`src/rld_pkg.sv`:
```
// Purpose: Constants and types for the read latency sequencer
// Assumes: 24-bit addresses, serial clock mode 0, single data rate only
// Notes:   Opcode values are named here and used by name only
package rld_pkg;

  // ****************************************
  // Widths
  // ****************************************
  localparam int unsigned CMD_BITS  = 8;
  localparam int unsigned ADDR_BITS = 24;
  localparam int unsigned LANES     = 4;
  localparam int unsigned CNT_BITS  = 6;
  localparam int unsigned SYNC_W    = 6;
  localparam logic [5:0]  SYNC_IDLE = 6'h10;

  // ****************************************
  // Command opcodes
  // ****************************************
  localparam logic [7:0] OP_READ      = 8'h03;
  localparam logic [7:0] OP_FAST_READ = 8'h0B;
  localparam logic [7:0] OP_QUAD_IO   = 8'hEB;
  localparam logic [7:0] read_any_register_cmd    = 8'h65;
  localparam logic [7:0] security_region_read_cmd = 8'h4B;
  localparam logic [7:0] parameter_table_read_cmd = 8'h5A;
  localparam logic [7:0] OP_UNIQUE_ID = 8'h4C;
  localparam logic [7:0] OP_PD_EXIT   = 8'hAB;

  // ****************************************
  // Cycle counts
  // ****************************************
  localparam logic [5:0] CMD_EDGES_SINGLE  = 6'h07;
  localparam logic [5:0] CMD_EDGES_QUAD    = 6'h01;
  localparam logic [5:0] ADDR_EDGES_SINGLE = 6'h17;
  localparam logic [5:0] ADDR_EDGES_QUAD   = 6'h05;
  localparam logic [5:0] QIO_MODE_EDGES    = 6'h01;
  localparam logic [5:0] UNIQUE_ID_DUMMY   = 6'h20;
  localparam logic [5:0] PD_EXIT_DUMMY     = 6'h18;
  localparam logic [5:0] LAT_ZERO_DUMMY    = 6'h08;
  localparam logic [2:0] SINGLE_LAST_BIT   = 3'h7;
  localparam logic [2:0] QUAD_LAST_NIBBLE  = 3'h1;
  localparam logic [3:0] OE_SINGLE         = 4'h2;
  localparam logic [3:0] OE_QUAD           = 4'hF;

  // ****************************************
  // Host side clock limits in MHz
  // ****************************************
  localparam int unsigned MAX_SDR_MHZ = 133;
  localparam int unsigned MAX_DDR_MHZ = 66;

  // ****************************************
  // Types
  // ****************************************
  typedef enum logic [2:0] {
    ST_IDLE   = 3'b000,
    ST_CMD    = 3'b001,
    ST_ADDR   = 3'b010,
    ST_MODE   = 3'b011,
    ST_DUMMY  = 3'b100,
    ST_DATA   = 3'b101,
    ST_IGNORE = 3'b110
  } rld_state_e;

  typedef struct packed {
    logic [SYNC_W-1:0] meta;
    logic [SYNC_W-1:0] sync;
  } rld_sync_s;

  typedef struct packed {
    rld_state_e            state;
    logic [CMD_BITS-1:0]   cmd;
    logic [ADDR_BITS-1:0]  sh;
    logic [ADDR_BITS-1:0]  addr;
    logic [CNT_BITS-1:0]   cnt;
    logic [7:0]            obuf;
    logic [2:0]            bcnt;
    logic                  wide;
    logic                  load;
    logic                  sck_prev;
    logic [LANES-1:0]      io_out;
    logic [LANES-1:0]      io_oe;
    logic                  byte_req;
  } rld_state_s;

endpackage

```
`src/rld_link_if.sv`:
```
// Purpose: Synchronised link pins between synchroniser and sequencer
// Assumes: All signals on ref_clk
// Notes:   src drives, dst reads
`timescale 1ns/100ps
interface rld_link_if;
  logic       sck;
  logic       cs_n;
  logic [3:0] io;
  modport src (output sck, output cs_n, output io);
  modport dst (input sck, input cs_n, input io);
endinterface

```
`src/rld_sync.sv`:
```
// Purpose: Two-stage synchroniser for the link pins
// Assumes: Pins are asynchronous to ref_clk
// Notes:   Only the second stage is visible outside
`timescale 1ns/100ps
module rld_sync (
  input  wire logic       ref_clk,
  input  wire logic       arst_n,
  input  wire logic       clk_en,
  input  wire logic       sck_pin,
  input  wire logic       cs_n_pin,
  input  wire logic [3:0] io_in,
  rld_link_if.src         link
);

  rld_pkg::rld_sync_s q;
  rld_pkg::rld_sync_s d;

  always_comb begin
    d      = q;
    d.meta = {sck_pin, cs_n_pin, io_in};
    d.sync = q.meta;
  end

  always_ff @(posedge ref_clk or negedge arst_n) begin
    if (!arst_n) begin
      q <= '{meta: rld_pkg::SYNC_IDLE, sync: rld_pkg::SYNC_IDLE};
    end else if (clk_en) begin
      q <= d;
    end
  end

  assign link.sck  = q.sync[5];
  assign link.cs_n = q.sync[4];
  assign link.io   = q.sync[3:0];

endmodule // rld_sync

```
`src/rld_read_latency.sv`:
```
// Purpose: Device side read sequencer with dummy cycle latency
// Assumes: Serial clock mode 0, input sampled on rising, output on falling
// Notes:   Read data comes from rd_data for the byte at addr_out
`timescale 1ns/100ps
module rld_read_latency (
  input  wire logic       ref_clk,
  input  wire logic       arst_n,
  input  wire logic       clk_en,
  input  wire logic       sck_pin,
  input  wire logic       cs_n_pin,
  input  wire logic [3:0] io_in,
  input  wire logic       four_lane_command_mode,
  input  wire logic [3:0] latency_code_field,
  input  wire logic [7:0] rd_data,
  output logic      [3:0] io_out,
  output logic      [3:0] io_oe,
  output logic            byte_req,
  output logic     [23:0] addr_out
);

  // ****************************************
  // Pin synchronisers
  // ****************************************
  rld_link_if link ();

  rld_sync u_sync (
    .ref_clk  (ref_clk),
    .arst_n   (arst_n),
    .clk_en   (clk_en),
    .sck_pin  (sck_pin),
    .cs_n_pin (cs_n_pin),
    .io_in    (io_in),
    .link     (link)
  );

  // ****************************************
  // Sequencer state
  // ****************************************
  rld_pkg::rld_state_s q;
  rld_pkg::rld_state_s d;
  logic                sck_rise;
  logic                sck_fall;
  logic [23:0]         sh_next;
  logic [5:0]          var_dummy;
  logic [7:0]          new_cmd;

  assign sck_rise = link.sck & ~q.sck_prev;
  assign sck_fall = ~link.sck & q.sck_prev;
  assign sh_next  = q.wide ? {q.sh[19:0], link.io} : {q.sh[22:0], link.io[0]};
  assign new_cmd  = sh_next[7:0];

  assign var_dummy = (latency_code_field == 4'h0) ? rld_pkg::LAT_ZERO_DUMMY
                                                  : {2'b00, latency_code_field};

  always_comb begin
    d          = q;
    d.sck_prev = link.sck;
    d.byte_req = 1'b0;
    // Byte arrives the cycle after the request
    if (q.byte_req) begin
      d.obuf = rd_data;
    end
    if (q.load) begin
      d.load     = 1'b0;
      d.byte_req = 1'b1;
    end
    if (link.cs_n) begin
      d.state  = rld_pkg::ST_IDLE;
      d.io_oe  = 4'h0;
      d.io_out = 4'h0;
      d.load   = 1'b0;
    end else begin
      case (q.state)
        rld_pkg::ST_IDLE: begin
          d.state = rld_pkg::ST_CMD;
          d.wide  = four_lane_command_mode;
          d.addr  = 24'h00_0000;
          d.cnt   = four_lane_command_mode ? rld_pkg::CMD_EDGES_QUAD
                                           : rld_pkg::CMD_EDGES_SINGLE;
        end
        rld_pkg::ST_CMD: begin
          if (sck_rise) begin
            d.sh  = sh_next;
            d.cnt = q.cnt - 6'h01;
            if (q.cnt == 6'h00) begin
              d.cmd = new_cmd;
              case (new_cmd)
                rld_pkg::OP_READ, rld_pkg::OP_FAST_READ, rld_pkg::OP_QUAD_IO,
                rld_pkg::read_any_register_cmd, rld_pkg::security_region_read_cmd,
                rld_pkg::parameter_table_read_cmd: begin
                  d.state = rld_pkg::ST_ADDR;
                  d.wide  = four_lane_command_mode | (new_cmd == rld_pkg::OP_QUAD_IO);
                  d.cnt   = d.wide ? rld_pkg::ADDR_EDGES_QUAD : rld_pkg::ADDR_EDGES_SINGLE;
                end
                rld_pkg::OP_UNIQUE_ID: begin
                  d.state = rld_pkg::ST_DUMMY;
                  d.cnt   = rld_pkg::UNIQUE_ID_DUMMY - 6'h01;
                end
                rld_pkg::OP_PD_EXIT: begin
                  d.state = rld_pkg::ST_DUMMY;
                  d.cnt   = rld_pkg::PD_EXIT_DUMMY - 6'h01;
                end
                default: begin
                  d.state = rld_pkg::ST_IGNORE;
                end
              endcase
            end
          end
        end
        rld_pkg::ST_ADDR: begin
          if (sck_rise) begin
            d.sh  = sh_next;
            d.cnt = q.cnt - 6'h01;
            if (q.cnt == 6'h00) begin
              d.addr = sh_next;
              if (q.cmd == rld_pkg::OP_QUAD_IO) begin
                d.state = rld_pkg::ST_MODE;
                d.cnt   = rld_pkg::QIO_MODE_EDGES;
              end else if (q.cmd == rld_pkg::OP_READ) begin
                d.state = rld_pkg::ST_DATA;
                d.load  = 1'b1;
                d.bcnt  = 3'h0;
              end else begin
                d.state = rld_pkg::ST_DUMMY;
                d.cnt   = var_dummy - 6'h01;
              end
            end
          end
        end
        rld_pkg::ST_MODE: begin
          if (sck_rise) begin
            d.cnt = q.cnt - 6'h01;
            if (q.cnt == 6'h00) begin
              d.state = rld_pkg::ST_DUMMY;
              d.cnt   = var_dummy - 6'h01;
            end
          end
        end
        rld_pkg::ST_DUMMY: begin
          if (sck_rise) begin
            d.cnt = q.cnt - 6'h01;
            if (q.cnt == 6'h00) begin
              d.state = rld_pkg::ST_DATA;
              d.load  = 1'b1;
              d.bcnt  = 3'h0;
            end
          end
        end
        rld_pkg::ST_DATA: begin
          // drive data from first falling edge
          if (sck_fall && !q.load && !q.byte_req) begin
            d.bcnt = q.bcnt + 3'h1;
            if (q.wide) begin
              d.io_out = q.obuf[7:4];
              d.io_oe  = rld_pkg::OE_QUAD;
              d.obuf   = {q.obuf[3:0], 4'h0};
              if (q.bcnt == rld_pkg::QUAD_LAST_NIBBLE) begin
                d.bcnt = 3'h0;
                d.addr = q.addr + 24'h00_0001;
                d.load = 1'b1;
              end
            end else begin
              d.io_out = {2'b00, q.obuf[7], 1'b0};
              d.io_oe  = rld_pkg::OE_SINGLE;
              d.obuf   = {q.obuf[6:0], 1'b0};
              if (q.bcnt == rld_pkg::SINGLE_LAST_BIT) begin
                d.addr = q.addr + 24'h00_0001;
                d.load = 1'b1;
              end
            end
          end
        end
        rld_pkg::ST_IGNORE: begin
          d.io_oe = 4'h0;
        end
        default: begin
          d.state = rld_pkg::ST_IGNORE;
        end
      endcase
    end
  end

  always_ff @(posedge ref_clk or negedge arst_n) begin
    if (!arst_n) begin
      q <= '0;
    end else if (clk_en) begin
      q <= d;
    end
  end

  assign io_out   = q.io_out;
  assign io_oe    = q.io_oe;
  assign byte_req = q.byte_req;
  assign addr_out = q.addr;

  // ****************************************
  // Assertions
  // ****************************************
  // outputs off in address, mode and dummy phases
  a_oe_off_wait: assert property (@(posedge ref_clk) disable iff (!arst_n)
    (q.state inside {rld_pkg::ST_MODE, rld_pkg::ST_DUMMY, rld_pkg::ST_ADDR})
      |-> (q.io_oe == 4'h0))
    else $error("Data lanes driven outside data phase");

  a_data_drive_start: assert property (@(posedge ref_clk) disable iff (!arst_n)
    (clk_en && q.state == rld_pkg::ST_DATA && !q.load && !q.byte_req && sck_fall
      && !link.cs_n)
      |=> (q.io_oe != 4'h0))
    else $error("Data not driven on falling edge");

  // plain read goes straight to data
  a_plain_read_zero: assert property (@(posedge ref_clk) disable iff (!arst_n)
    (clk_en && q.state == rld_pkg::ST_ADDR && d.state != rld_pkg::ST_ADDR
      && q.cmd == rld_pkg::OP_READ && !link.cs_n)
      |=> (q.state == rld_pkg::ST_DATA && q.load))
    else $error("Plain read inserted dummy cycles");

  a_qio_mode_two: assert property (@(posedge ref_clk) disable iff (!arst_n)
    (clk_en && q.state == rld_pkg::ST_ADDR && d.state != rld_pkg::ST_ADDR
      && q.cmd == rld_pkg::OP_QUAD_IO && !link.cs_n)
      |=> (q.state == rld_pkg::ST_MODE && q.cnt == 6'h01))
    else $error("Quad I/O read lacks two mode cycles");

  a_mode_not_counted: assert property (@(posedge ref_clk) disable iff (!arst_n)
    (clk_en && q.state == rld_pkg::ST_MODE && d.state == rld_pkg::ST_DUMMY)
      |-> (d.cnt == ((latency_code_field == 4'h0) ? 6'h07
                                                  : {2'b00, latency_code_field} - 6'h01)))
    else $error("Mode cycles counted into latency");

  a_unique_id_fixed: assert property (@(posedge ref_clk) disable iff (!arst_n)
    (clk_en && q.state == rld_pkg::ST_CMD && d.state == rld_pkg::ST_DUMMY
      && d.cmd == rld_pkg::OP_UNIQUE_ID)
      |=> (q.cnt == 6'h1F))
    else $error("Unique ID read not 32 dummies");

  a_pd_exit_fixed: assert property (@(posedge ref_clk) disable iff (!arst_n)
    (clk_en && q.state == rld_pkg::ST_CMD && d.state == rld_pkg::ST_DUMMY
      && d.cmd == rld_pkg::OP_PD_EXIT)
      |=> (q.cnt == 6'h17))
    else $error("Power-down exit not 24 dummies");

  a_zero_code_eight: assert property (@(posedge ref_clk) disable iff (!arst_n)
    (clk_en && q.state == rld_pkg::ST_ADDR && d.state == rld_pkg::ST_DUMMY
      && latency_code_field == 4'h0)
      |=> (q.cnt == 6'h07))
    else $error("Latency code zero not eight dummies");

  a_code_count: assert property (@(posedge ref_clk) disable iff (!arst_n)
    (clk_en && q.state == rld_pkg::ST_ADDR && d.state == rld_pkg::ST_DUMMY
      && latency_code_field != 4'h0)
      |=> (q.cnt == {2'b00, $past(latency_code_field)} - 6'h01))
    else $error("Dummy count differs from latency code");

  a_dummy_to_data: assert property (@(posedge ref_clk) disable iff (!arst_n)
    (clk_en && q.state == rld_pkg::ST_DUMMY && q.cnt == 6'h00 && sck_rise && !link.cs_n)
      |=> (q.state == rld_pkg::ST_DATA) ##1 (!$past(clk_en) || q.byte_req))
    else $error("Data phase did not follow last dummy");

endmodule // rld_read_latency

```
`config.mk`:
```
export PLATFORM = sky130hd
export DESIGN_NAME = rld_read_latency
export DESIGN_NICKNAME = d
export VERILOG_FILES = /design/src/rld_pkg.sv /design/src/rld_link_if.sv /design/src/rld_sync.sv /design/src/rld_read_latency.sv
export SDC_FILE = /design/constraint.sdc
export NUM_CORES = 1
export LEC_CHECK = 0
export BUFFER_PORTS_ARGS = -buffer_cell sky130_fd_sc_hd__buf_2
export CAP_MARGIN = 20
export CORE_MARGIN = 2
export CORE_UTILIZATION = 45
export CTS_BUF_LIST = sky130_fd_sc_hd__clkbuf_4 sky130_fd_sc_hd__clkbuf_8 sky130_fd_sc_hd__clkbuf_16
export DETAILED_ROUTE_END_ITERATION = 8
export SLEW_MARGIN = 20
export SYNTH_ARGS = -nofsm -noshare
export SYNTH_HDL_FRONTEND = slang
export SYNTH_SLANG_ARGS = --single-unit
```
`constraint.sdc`:
```
create_clock -name ref_clk -period 5.4 [get_ports ref_clk]
set_clock_uncertainty 0.05 [all_clocks]
set_input_delay 0.27 -clock ref_clk [delete_from_list [all_inputs] [get_ports ref_clk]]
set_output_delay 0.27 -clock ref_clk [all_outputs]
set_load 0.01 [all_outputs]
```
==> results of run 1 <==
synth_stat cells (18+ instances only):
master                     number
sky130_fd_sc_hd__a21oi_1       30
sky130_fd_sc_hd__o22ai_1       22
sky130_fd_sc_hd__buf_4         32
sky130_fd_sc_hd__nor2_1        37
sky130_fd_sc_hd__dfrtp_1       95
sky130_fd_sc_hd__o31ai_1       25
sky130_fd_sc_hd__clkbuf_1      23
sky130_fd_sc_hd__inv_1         24
sky130_fd_sc_hd__mux2_2        18
sky130_fd_sc_hd__mux2i_1       26
sky130_fd_sc_hd__o21ai_0       43
sky130_fd_sc_hd__nand2_1       68
stage by stage:
stage	hold WS, ns	cell area [µm²]	utilization	cells	setup WS [ns]
6_report	0.0931	6380	0.500	830	1.94
5_1_grt	0.0977	6380	0.500	830	1.58
4_1_cts	0.0863	6380	0.500	830	1.94
3_5_place_dp	0.206	6060	0.474	813	1.95
3_3_place_gp	0.200	6060	0.474	813	2.11
2_1_floorplan	-0.0756	5940	-	652	2.93
cell type report:
cell class | instances | area [µm²]
fillers | 1206 | 6390
well taps | 172 | 215
multi-input cells | 463 | 3030
clock buffers | 11 | 253
flip-flops and latches | 97 | 2430
clock inverters | 5 | 61.3
inverters | 25 | 93.8
repair buffers | 57 | 298
critical path, cell delays in order (launching register included):
cell,delay [ns]
sky130_fd_sc_hd__dfrtp_1,0.71
sky130_fd_sc_hd__nor2b_1,0.32
sky130_fd_sc_hd__nand2_1,0.63
sky130_fd_sc_hd__o221ai_2,0.54
sky130_fd_sc_hd__a21o_1,0.78
sky130_fd_sc_hd__o21ai_0,0.21
sky130_fd_sc_hd__o21ai_1,0.12
placed cells by master, fill, tap and decap left out, types with 13 or more instances in the layout:
master and count:
sky130_fd_sc_hd__nor2_1 36, sky130_fd_sc_hd__o31ai_1 25, sky130_fd_sc_hd__inv_1 24, sky130_fd_sc_hd__mux2_2 18
sky130_fd_sc_hd__nand3_1 17, sky130_fd_sc_hd__nand2_1 68, sky130_fd_sc_hd__dfrtp_1 94, sky130_fd_sc_hd__o22ai_1 22
sky130_fd_sc_hd__mux2i_1 26, sky130_fd_sc_hd__buf_2 53, sky130_fd_sc_hd__a22o_1 13, sky130_fd_sc_hd__a21oi_1 30
sky130_fd_sc_hd__o21ai_0 43
power groups by stage:
stage	Clock [µW]	Combinational [µW]	Sequential, µW
2_1_floorplan	0	507	869
3_5_place_dp	0	519	974
6_report	683	519	960
3_3_place_gp	0	514	970
5_1_grt	727	578	982
4_1_cts	693	521	960
logic make-up after synthesis:
group	after synthesis	share of synthesized area
buf+inv	92	0.0819
flops	97	0.409
mux	44	0.0779
xor+xnor	6	0.00885
compound gates	209	0.242
fa+ha+maj	6	0.0126
simple gates	198	0.168
flip-flops by register name, indices dropped and copies added (netlist names):
| register | flops |
|---|---|
| u_sync.d | 6 |
| u_sync.link.io | 4 |
| io_oe | 2 |
| u_sync.link.cs_n | 1 |
| byte_req | 1 |
| io_out | 4 |
| addr_out | 24 |
| q | 54 |
| u_sync.link.sck | 1 |
metal layers:
layer,global-route usage,up-vias,routed length [µm],part of all wire
met4,0.0692,0,215,0.015
met5,0,-,0,0
met3,0.0278,15,568,0.039
li1,-,2385,-,-
met1,0.304,2411,6850,0.47
met2,0.350,118,6860,0.47
worst max-delay path by stage:
stage | to | slack [ns] | cells past startpoint
3_3_place_gp | q[11] | 2.11 | 6
5_1_grt | addr_out[15] | 1.58 | 6
2_1_floorplan | addr_out[11] | 2.93 | 9
6_report | addr_out[22] | 1.94 | 6
4_1_cts | addr_out[22] | 1.94 | 6
3_5_place_dp | addr_out[22] | 1.95 | 6
==> flow_results.xml, run 1 <==
<?xml version="1.0" encoding="UTF-8"?>
<metrics>
  <group name="worst_setup_path">
    <metric name="reg2regPathDepth" unit="">6</metric>
    <metric name="critical_path.max_fanout" unit="">34</metric>
    <metric name="criticalPathCategory" unit="">reg -&gt; reg</metric>
    <metric name="cp-start-kind" unit="">flop</metric>
    <metric name="timing.critical_path.from" unit="">q[87]</metric>
    <metric name="worstReg2RegEnd" unit="">addr_out[22]</metric>
    <metric name="endpoint_type_of_the_worst_setup_path" unit="">flop</metric>
    <metric name="worst-r2r-setup-slack" unit="ns">1.94</metric>
    <metric name="worstPathArrival" unit="ns">3.68</metric>
    <metric name="worstReg2RegStart" unit="">q[87]</metric>
    <metric name="required" unit="ns">5.62</metric>
  </group>
  <group name="power_and_ir_drop">
    <metric name="switching_power" unit="µW">736</metric>
    <metric name="internal_power" unit="µW">1430</metric>
    <metric name="p_leak" unit="µW">0.00271</metric>
    <metric name="ir_drop" unit="mV">0.183</metric>
    <metric name="powerDensity" unit="nW/µm²">339</metric>
    <metric name="seqPwrFrac" unit="">0.444</metric>
    <metric name="share_comb_of_total_power" unit="">0.240</metric>
    <metric name="fin_total_pwr" unit="µW">2160</metric>
    <metric name="switching_share" unit="">0.340</metric>
    <metric name="clock_share_of_power" unit="">0.316</metric>
  </group>
  <group name="die">
    <metric name="core_area" unit="µm²">12800</metric>
    <metric name="start_util" unit="">0.465</metric>
    <metric name="die_area" unit="µm²">14100</metric>
    <metric name="fp-row-count" unit="">41</metric>
    <metric name="die_w" unit="µm">119</metric>
    <metric name="num_io_pins" unit="">55</metric>
    <metric name="die_height" unit="µm">119</metric>
  </group>
  <group name="cts">
    <metric name="post_cts_resize_count" unit="">0</metric>
    <metric name="clk-insertion-delay-late" unit="ns">0.35</metric>
    <metric name="tritoncts_num_sinks" unit="">97</metric>
    <metric name="ctsHtreeMaxLevel" unit="">3</metric>
    <metric name="post_cts_hold_buffers" unit="">1</metric>
    <metric name="cts_setup_buffers" unit="">0</metric>
    <metric name="clk_transition_reported_paths" unit="ns">0.07</metric>
    <metric name="cts_tree" unit="">built</metric>
    <metric name="clk_root_buffer_cell" unit="">sky130_fd_sc_hd__clkbuf_16</metric>
    <metric name="clock_path_buffers" unit="">2</metric>
    <metric name="cts-buffers-inserted" unit="">9</metric>
  </group>
  <group name="sta">
    <metric name="timing_worst_slew_pin_value" unit="ns">1.09</metric>
    <metric name="fin_crit" unit="ns">3.46</metric>
    <metric name="setup_total_negative_slack" unit="ns">0</metric>
    <metric name="relSlewSlack" unit="">0.272</metric>
    <metric name="fmax" unit="GHz">0.289</metric>
    <metric name="rsz0062_at_grt" unit="">false</metric>
    <metric name="final_max_slew_viol_count" unit="">0</metric>
    <metric name="final_min_period_over_clock_period" unit="">0.640</metric>
    <metric name="finish_stage_setup_viols" unit="">0</metric>
    <metric name="finalHoldViolCount" unit="">0</metric>
  </group>
  <group name="run">
    <metric name="maxCapViolations" unit="">0</metric>
  </group>
  <group name="outcome">
    <metric name="run_status" unit="">finished clean</metric>
  </group>
  <group name="grt">
    <metric name="globalRoute.totalOverflow" unit="">0</metric>
    <metric name="antenna_found_initial" unit="">0</metric>
    <metric name="grt_max_degree" unit="">64</metric>
    <metric name="global_route.usage.total" unit="">0.217</metric>
    <metric name="grt_pass1_vias" unit="">4839</metric>
    <metric name="first_pass_grt_wire_length" unit="µm">25000</metric>
  </group>
  <group name="logic_synthesis">
    <metric name="ys_types" unit="">66</metric>
    <metric name="post_synth_main_area_contributors" unit="">sky130_fd_sc_hd__dfrtp_1 40%, sky130_fd_sc_hd__mux2i_1 4.4%, sky130_fd_sc_hd__nand2_1 4.3%, sky130_fd_sc_hd__buf_4 4.0%, sky130_fd_sc_hd__o21ai_0 3.6%</metric>
    <metric name="ys_seq_elements" unit="">97</metric>
    <metric name="synth_top_cell_by_area" unit="">sky130_fd_sc_hd__dfrtp_1</metric>
    <metric name="async_flop_share" unit="">1.00</metric>
    <metric name="netlist_instances" unit="">652</metric>
    <metric name="syn_nets" unit="">680</metric>
    <metric name="synth_enable_flop_cells" unit="">0</metric>
    <metric name="seq_area_frac_synth" unit="">0.409</metric>
    <metric name="synth_top_area_share" unit="">0.400</metric>
    <metric name="ys.warnings.count" unit="">0</metric>
    <metric name="syn_area_per_cell" unit="µm²">9.11</metric>
    <metric name="ys.flop_type" unit="">sky130_fd_sc_hd__dfrtp_1</metric>
    <metric name="syn_area" unit="µm²">5940</metric>
  </group>
  <group name="routing">
    <metric name="initialDrtViolationCount" unit="">492</metric>
    <metric name="totalWireLength" unit="µm">14500</metric>
    <metric name="routed_wire_length_per_instance" unit="µm">17.5</metric>
    <metric name="detail-route-antenna-nets" unit="">0</metric>
    <metric name="drt_first_pass_iters" unit="">5</metric>
    <metric name="num_vias" unit="">4929</metric>
    <metric name="post-route-drc-count" unit="">0</metric>
    <metric name="vias_per_cell" unit="">5.94</metric>
  </group>
  <group name="worst_hold_path">
    <metric name="worst_hold_path.num_cells" unit="">2</metric>
    <metric name="holdCritPathClass" unit="">in -&gt; reg</metric>
    <metric name="hold_end" unit="">u_sync.d[3]</metric>
    <metric name="holdCritStartpoint" unit="">io_in[3]</metric>
  </group>
  <group name="final_layout">
    <metric name="num-nets-final" unit="">681</metric>
    <metric name="ratio_of_cells_with_drive_above_1_in_the_final_layout" unit="">0.173</metric>
    <metric name="area.growth.synth_to_final" unit="%">7.43</metric>
    <metric name="antenna_fix_cells" unit="">0</metric>
  </group>
  <group name="place">
    <metric name="port-buffer-count" unit="">54</metric>
    <metric name="dp_hpwl" unit="µm">10100</metric>
    <metric name="routabilityCongestion" unit="">0.832</metric>
  </group>
</metrics>
Note: power is estimated with default switching activity, not from simulation.
==> inputs of run 2 (changes only) <==
ABC_AREA = 1   (was not set)
PLACE_DENSITY = 0.65   (was not set)
clock period = 2.95 ns   (was 5.4 ns; I/O delays follow)
==> flow_results.xml, run 2 <==
<?xml version="1.0" encoding="UTF-8"?>
<metrics>
  <group name="outcome">
    <metric name="run_status" unit="">finished clean</metric>
  </group>
  <group name="logic_synthesis">
    <metric name="netlist_instances" unit="">828</metric>
    <metric name="synthMostInstantiatedCell" unit="">sky130_fd_sc_hd__nand2_1</metric>
    <metric name="syn_nets" unit="">856</metric>
    <metric name="ys.warnings.count" unit="">0</metric>
    <metric name="yosys-top-cells-count" unit="">202 x sky130_fd_sc_hd__nand2_1, 100 x sky130_fd_sc_hd__inv_1, 95 x sky130_fd_sc_hd__dfrtp_1</metric>
    <metric name="ys_types" unit="">52</metric>
    <metric name="synth_enable_flop_cells" unit="">0</metric>
    <metric name="syn_area" unit="µm²">6260</metric>
    <metric name="post_synth_main_area_contributors" unit="">sky130_fd_sc_hd__dfrtp_1 38%, sky130_fd_sc_hd__nand2_1 12%, sky130_fd_sc_hd__o21ai_0 6.3%, sky130_fd_sc_hd__inv_1 6.0%, sky130_fd_sc_hd__buf_4 4.0%</metric>
    <metric name="seq_area_frac_synth" unit="">0.388</metric>
    <metric name="synth_top_area_share" unit="">0.380</metric>
    <metric name="ys.flop_type" unit="">sky130_fd_sc_hd__dfrtp_1</metric>
    <metric name="ys_seq_elements" unit="">97</metric>
    <metric name="synth_top_cell_by_area" unit="">sky130_fd_sc_hd__dfrtp_1</metric>
    <metric name="syn_area_per_cell" unit="µm²">7.56</metric>
    <metric name="async_flop_share" unit="">1.00</metric>
  </group>
  <group name="power_and_ir_drop">
    <metric name="p_leak" unit="µW">0.00317</metric>
    <metric name="powerDensity" unit="nW/µm²">809</metric>
    <metric name="ir_drop" unit="mV">0.362</metric>
    <metric name="fin_total_pwr" unit="µW">5500</metric>
  </group>
  <group name="sta">
    <metric name="fin_crit" unit="ns">2.44</metric>
    <metric name="final_max_slew_viol_count" unit="">0</metric>
    <metric name="final_min_period_over_clock_period" unit="">0.826</metric>
    <metric name="fmax" unit="GHz">0.410</metric>
    <metric name="finalHoldViolCount" unit="">0</metric>
    <metric name="setup_total_negative_slack" unit="ns">0</metric>
    <metric name="timing_worst_slew_pin_value" unit="ns">0.608</metric>
    <metric name="rsz0062_at_grt" unit="">false</metric>
    <metric name="relSlewSlack" unit="">0.592</metric>
    <metric name="finish_stage_setup_viols" unit="">0</metric>
  </group>
  <group name="worst_setup_path">
    <metric name="worstPathArrival" unit="ns">2.60</metric>
    <metric name="cp-start-kind" unit="">flop</metric>
    <metric name="reg2regPathDepth" unit="">11</metric>
    <metric name="critical_path.max_stage_delay" unit="ns">0.39</metric>
    <metric name="endpoint_type_of_the_worst_setup_path" unit="">flop</metric>
    <metric name="critical-path-slowest-cell" unit="">sky130_fd_sc_hd__dfrtp_1</metric>
    <metric name="criticalPathCategory" unit="">reg -&gt; reg</metric>
    <metric name="worstReg2RegStart" unit="">q[23]</metric>
    <metric name="crit_path_cell_trace" unit="">inv_1 -&gt; ha_1 -&gt; nand2_1 -&gt; nor2_1 -&gt; nand3_2 -&gt; nor2_4 -&gt; nor2_1 -&gt; nor2_2 -&gt; nand2_4 -&gt; a31oi_1 -&gt; a22oi_1</metric>
    <metric name="critical_path.max_fanout" unit="">35</metric>
    <metric name="worst-r2r-setup-slack" unit="ns">0.51</metric>
    <metric name="crit_top_cell" unit="">sky130_fd_sc_hd__nor2_1</metric>
    <metric name="worstReg2RegEnd" unit="">addr_out[19]</metric>
    <metric name="required" unit="ns">3.11</metric>
  </group>
  <group name="die">
    <metric name="core_area" unit="µm²">13700</metric>
    <metric name="die_w" unit="µm">122</metric>
    <metric name="die_area" unit="µm²">14900</metric>
    <metric name="num_io_pins" unit="">55</metric>
    <metric name="start_util" unit="">0.456</metric>
    <metric name="die_height" unit="µm">122</metric>
    <metric name="fp-row-count" unit="">43</metric>
  </group>
  <group name="final_layout">
    <metric name="antenna_fix_cells" unit="">0</metric>
    <metric name="top_register" unit="">q</metric>
    <metric name="most_common_cell_after_layout_fill_and_taps_aside" unit="">sky130_fd_sc_hd__nand2_1</metric>
    <metric name="area.growth.synth_to_final" unit="%">8.59</metric>
    <metric name="register_area" unit="µm²">2430</metric>
    <metric name="ratio_of_cells_with_drive_above_1_in_the_final_layout" unit="">0.179</metric>
    <metric name="most_frequent_cells_in_the_layout" unit="">202 x sky130_fd_sc_hd__nand2_1, 100 x sky130_fd_sc_hd__inv_1, 95 x sky130_fd_sc_hd__dfrtp_1</metric>
    <metric name="fillerInstances" unit="">1362</metric>
    <metric name="largest_register_ffs" unit="">54</metric>
    <metric name="multiInputGateArea" unit="µm²">2970</metric>
    <metric name="num-nets-final" unit="">880</metric>
  </group>
  <group name="routing">
    <metric name="post-route-drc-count" unit="">0</metric>
    <metric name="detail-route-antenna-nets" unit="">0</metric>
    <metric name="num_vias" unit="">5432</metric>
    <metric name="drt_first_pass_iters" unit="">5</metric>
    <metric name="vias_per_cell" unit="">5.24</metric>
    <metric name="initialDrtViolationCount" unit="">371</metric>
    <metric name="totalWireLength" unit="µm">14600</metric>
    <metric name="routed_wire_length_per_instance" unit="µm">14.1</metric>
  </group>
  <group name="grt">
    <metric name="antenna_found_initial" unit="">0</metric>
    <metric name="global_route.usage.total" unit="">0.208</metric>
    <metric name="grt_max_degree" unit="">98</metric>
    <metric name="globalRoute.totalOverflow" unit="">0</metric>
    <metric name="grt_pass1_vias" unit="">5119</metric>
    <metric name="first_pass_grt_wire_length" unit="µm">24500</metric>
  </group>
  <group name="cts">
    <metric name="tritoncts_num_sinks" unit="">97</metric>
    <metric name="clock_path_buffers" unit="">2</metric>
    <metric name="clk_root_buffer_cell" unit="">sky130_fd_sc_hd__clkbuf_16</metric>
    <metric name="clk-insertion-delay-late" unit="ns">0.35</metric>
    <metric name="cts_tree" unit="">built</metric>
    <metric name="post_cts_resize_count" unit="">0</metric>
    <metric name="ctsHtreeMaxLevel" unit="">3</metric>
    <metric name="clk_transition_reported_paths" unit="ns">0.07</metric>
    <metric name="cts-buffers-inserted" unit="">9</metric>
  </group>
  <group name="worst_hold_path">
    <metric name="holdCritStartpoint" unit="">rd_data[4]</metric>
    <metric name="holdCritPathClass" unit="">in -&gt; reg</metric>
    <metric name="worst_hold_path.num_cells" unit="">3</metric>
    <metric name="hold_end" unit="">q[19]</metric>
  </group>
  <group name="place">
    <metric name="dp_hpwl" unit="µm">10600</metric>
    <metric name="port-buffer-count" unit="">54</metric>
    <metric name="routabilityCongestion" unit="">0.896</metric>
  </group>
  <group name="run">
    <metric name="maxCapViolations" unit="">0</metric>
  </group>
</metrics>
==> run 2: cell families (layout without fill, tap and decap cells) <==
kind of cell	after synthesis	count (layout)	share of synthesized area
AOI/OAI and AO/OA	186	186	0.191
xor gates and xnor gates	7	7	0.00979
buffers and inverters	168	197	0.137
DFF	97	97	0.388
and+or+nand+nor	363	363	0.261
adders and majority gates	6	6	0.0120
muxes	1	1	0.00160
==> run 2: per-stage QoR <==
stage          utilization  hold slack (ns)  std cells  cell area (µm²)  setup slack, ns
5_1_grt              0.496           0.0355       1037             6800            0.302
3_3_place_gp         0.467            0.211       1013             6400            0.661
3_5_place_dp         0.467            0.208       1013             6400            0.542
4_1_cts              0.496           0.0250       1037             6800            0.528
6_report             0.496           0.0305       1037             6800            0.513
2_1_floorplan            -           -0.198        828             6260            0.953
==> run 2: metal layers <==
metal	vias to the layer above	track usage	wire (µm)
met1	2547	0.286	6990
met2	127	0.333	6800
li1	2746	-	-
met3	12	0.0435	665
met5	-	0	0
met4	0	0.0589	178
==> run 2: layout make-up <==
| class | instances | share of cell area |
|---|---|---|
| multi-input cells | 563 | 0.437 |
| inverters | 109 | 0.0609 |
| repair buffers | 72 | 0.0648 |
| clock buffers | 11 | 0.0372 |
| flip-flops and latches | 97 | 0.357 |
| clock inverters | 5 | 0.00920 |
| well taps | 180 | 0.0331 |
==> run 2: repair_timing <==
item | in CTS | in global routing
hold buffers | 8 | 0
hold endpoints to repair | 102 | 0
setup buffers | 0 | 0
==> run 2: worst max-delay path: cells and delay by family, from the launching register on <==
family	cells	cell delay (ns)
simple gates	7	1.15
compound gates	2	0.41
flops	1	0.39
fa+ha+maj	1	0.18
buf+inv	1	0.09
==> run 2: worst max path at each step <==
stage                              end   from
after global routing      addr_out[23]  q[23]
final                     addr_out[19]  q[23]
after global placement     addr_out[7]  q[23]
after detailed placement  addr_out[19]  q[23]
after floorplan           addr_out[21]  q[23]
after CTS                 addr_out[19]  q[23]
==> run 2: power breakdown <==
part | internal (µW) | switching, µW
registers | 1740 | 354
logic | 757 | 1410
clock network | 708 | 534
==> inputs of run 3 (changes only) <==
PLACE_DENSITY = not set   (was 0.65)
clock period = 2.3 ns   (was 2.95 ns; I/O delays follow)
==> flow_results.xml, run 3 (synthesis results as in run 2) <==
<?xml version="1.0" encoding="UTF-8"?>
<metrics>
  <group name="outcome">
    <metric name="run_status" unit="">finished clean</metric>
  </group>
  <group name="power_and_ir_drop">
    <metric name="powerDensity" unit="nW/µm²">1050</metric>
    <metric name="clock_share_of_power" unit="">0.221</metric>
    <metric name="share_comb_of_total_power" unit="">0.412</metric>
    <metric name="internal_power" unit="µW">4240</metric>
    <metric name="ir_drop" unit="mV">0.452</metric>
    <metric name="p_leak" unit="µW">0.00325</metric>
    <metric name="seqPwrFrac" unit="">0.366</metric>
    <metric name="switching_share" unit="">0.423</metric>
    <metric name="switching_power" unit="µW">3100</metric>
  </group>
  <group name="sta">
    <metric name="finalHoldViolCount" unit="">0</metric>
    <metric name="final_min_period_over_clock_period" unit="">0.930</metric>
    <metric name="finalWorstSetupSlack" unit="ns">0.162</metric>
    <metric name="fmax" unit="GHz">0.468</metric>
    <metric name="setup_total_negative_slack" unit="ns">0</metric>
    <metric name="timing_worst_slew_pin_value" unit="ns">0.517</metric>
    <metric name="rsz0062_at_grt" unit="">false</metric>
    <metric name="finish_stage_setup_viols" unit="">0</metric>
    <metric name="final_max_slew_viol_count" unit="">0</metric>
    <metric name="fin_crit" unit="ns">2.14</metric>
    <metric name="relSlewSlack" unit="">0.651</metric>
  </group>
  <group name="worst_setup_path">
    <metric name="endpoint_type_of_the_worst_setup_path" unit="">flop</metric>
    <metric name="criticalPathCategory" unit="">reg -&gt; reg</metric>
    <metric name="critical_path.max_fanout" unit="">17</metric>
    <metric name="critical_path.max_stage_delay" unit="ns">0.40</metric>
    <metric name="crit_top_cell" unit="">sky130_fd_sc_hd__nor2_4</metric>
    <metric name="required" unit="ns">2.52</metric>
    <metric name="critical-path-slowest-cell" unit="">sky130_fd_sc_hd__dfrtp_1</metric>
    <metric name="cp-start-kind" unit="">flop</metric>
    <metric name="crit_path_cell_trace" unit="">inv_1 -&gt; ha_1 -&gt; nand2_1 -&gt; nor2_2 -&gt; nand3_2 -&gt; nor2_4 -&gt; nor2_1 -&gt; nor2_4 -&gt; buf_12 -&gt; nand2_4 -&gt; a22oi_2</metric>
    <metric name="worst-r2r-setup-slack" unit="ns">0.16</metric>
    <metric name="worstPathArrival" unit="ns">2.36</metric>
  </group>
  <group name="grt">
    <metric name="first_pass_grt_wire_length" unit="µm">25800</metric>
    <metric name="globalRoute.totalOverflow" unit="">0</metric>
    <metric name="grt_pass1_vias" unit="">5181</metric>
    <metric name="antenna_found_initial" unit="">0</metric>
    <metric name="global_route.usage.total" unit="">0.221</metric>
    <metric name="grt_max_degree" unit="">52</metric>
  </group>
  <group name="final_layout">
    <metric name="most_common_cell_after_layout_fill_and_taps_aside" unit="">sky130_fd_sc_hd__nand2_1</metric>
    <metric name="largest_register_ffs" unit="">54</metric>
    <metric name="area.growth.synth_to_final" unit="%">11.5</metric>
    <metric name="most_frequent_cells_in_the_layout" unit="">201 x sky130_fd_sc_hd__nand2_1, 99 x sky130_fd_sc_hd__inv_1, 94 x sky130_fd_sc_hd__dfrtp_1</metric>
    <metric name="ratio_of_cells_with_drive_above_1_in_the_final_layout" unit="">0.197</metric>
    <metric name="antenna_fix_cells" unit="">0</metric>
    <metric name="top_register" unit="">q</metric>
    <metric name="num-nets-final" unit="">894</metric>
    <metric name="fillerInstances" unit="">1379</metric>
  </group>
  <group name="die">
    <metric name="die_area" unit="µm²">14900</metric>
    <metric name="core_area" unit="µm²">13700</metric>
    <metric name="die_w" unit="µm">122</metric>
    <metric name="start_util" unit="">0.456</metric>
    <metric name="num_io_pins" unit="">55</metric>
    <metric name="die_height" unit="µm">122</metric>
    <metric name="fp-row-count" unit="">43</metric>
  </group>
  <group name="run">
    <metric name="maxCapViolations" unit="">0</metric>
  </group>
  <group name="cts">
    <metric name="clk_root_buffer_cell" unit="">sky130_fd_sc_hd__clkbuf_16</metric>
    <metric name="cts-buffers-inserted" unit="">9</metric>
    <metric name="tritoncts_num_sinks" unit="">97</metric>
    <metric name="ctsHtreeMaxLevel" unit="">3</metric>
    <metric name="clk_transition_reported_paths" unit="ns">0.07</metric>
    <metric name="cts_tree" unit="">built</metric>
    <metric name="clock_path_buffers" unit="">2</metric>
    <metric name="clk-insertion-delay-late" unit="ns">0.36</metric>
  </group>
  <group name="routing">
    <metric name="num_vias" unit="">5570</metric>
    <metric name="post-route-drc-count" unit="">0</metric>
    <metric name="totalWireLength" unit="µm">15700</metric>
    <metric name="initialDrtViolationCount" unit="">391</metric>
    <metric name="drt_first_pass_iters" unit="">5</metric>
    <metric name="detail-route-antenna-nets" unit="">0</metric>
    <metric name="routed_wire_length_per_instance" unit="µm">15.0</metric>
    <metric name="vias_per_cell" unit="">5.30</metric>
  </group>
  <group name="worst_hold_path">
    <metric name="holdCritPathClass" unit="">in -&gt; reg</metric>
  </group>
  <group name="place">
    <metric name="dp_hpwl" unit="µm">11400</metric>
    <metric name="post-place-ws" unit="ns">0.0528</metric>
    <metric name="port-buffer-count" unit="">54</metric>
    <metric name="routabilityCongestion" unit="">0.913</metric>
  </group>
</metrics>
==> run 3: cell count changes in the layout (fill, tap and decap cells not counted), sizes merged <==
cell / before / now
inv: 110 / 109
clkinvlp: 2 / 1
nand2: 206 / 207
clkbuf: 11 / 12
clkinv: 1 / 2
dlygate4sd3: 8 / 9
buf: 64 / 76
==> run 3: per-layer routing <==
metal,GRT usage,wire [µm],vias to the layer above
met5,0,0,-
met4,0.101,403,0
met3,0.0295,569,24
met2,0.340,7150,136
met1,0.310,7620,2631
li1,-,-,2779
==> run 3: path summary, 6_finish.rpt <==
path | endpoint | cells after the start | from
min reg2reg | u_sync.d[4] | 2 | u_sync.d[4]
min | q[18] | 3 | rd_data[3]
max reg2reg | addr_out[17] | 11 | q[23]
max | addr_out[17] | 11 | q[23]
max in group asynchronous | u_sync.link.cs_n | 3 | arst_n
min in group asynchronous | addr_out[6] | 2 | arst_n
==> run 3: metrics by stage <==
step | instance area [µm²] | power (µW) | std cells | utilization | hold slack (ns)
6_report | 6980 | 7340 | 1051 | 0.509 | 0.0408
3_3_place_gp | 6500 | 5570 | 1024 | 0.474 | 0.0152
3_5_place_dp | 6500 | 5620 | 1024 | 0.474 | 0.0194
5_1_grt | 6980 | 7890 | 1051 | 0.509 | 0.0716
2_1_floorplan | 6260 | 4960 | 828 | - | -0.231
4_1_cts | 6900 | 7260 | 1049 | 0.503 | 0.0381
==> run 3: final cells by class <==
class                   instances  area [µm²]  share of cell area
repair buffers                 85         569              0.0815
multi-input cells             564        3020               0.433
flip-flops and latches         97        2430               0.348
inverters                     109         420              0.0602
clock inverters                 4        48.8             0.00699
well taps                     180         225              0.0323
clock buffers                  12         267              0.0382
==> run 3: repair_timing <==
action                     4_1_cts  5_1_grt
resized for setup                0       12
setup endpoints to repair        0       28
buffers inserted                 0        1
hold endpoints to repair        33        0
hold buffers                     9        0
==> run 3: power by group through the flow <==
stage	Clock [µW]	Sequential, µW	Combinational (µW)
detailed placement	0	2700	2920
finish	1620	2690	3030
CTS	1650	2670	2940
global route	1730	2750	3410
floorplan	0	2560	2400
global placement	0	2680	2900
==> run 3: critical path: cells and delay by family, from the launching register on <==
kind	cells	cell delay (ns)
compound gates	1	0.25
flops	1	0.40
buf+inv	2	0.24
fa+ha+maj	1	0.18
simple gates	7	0.92
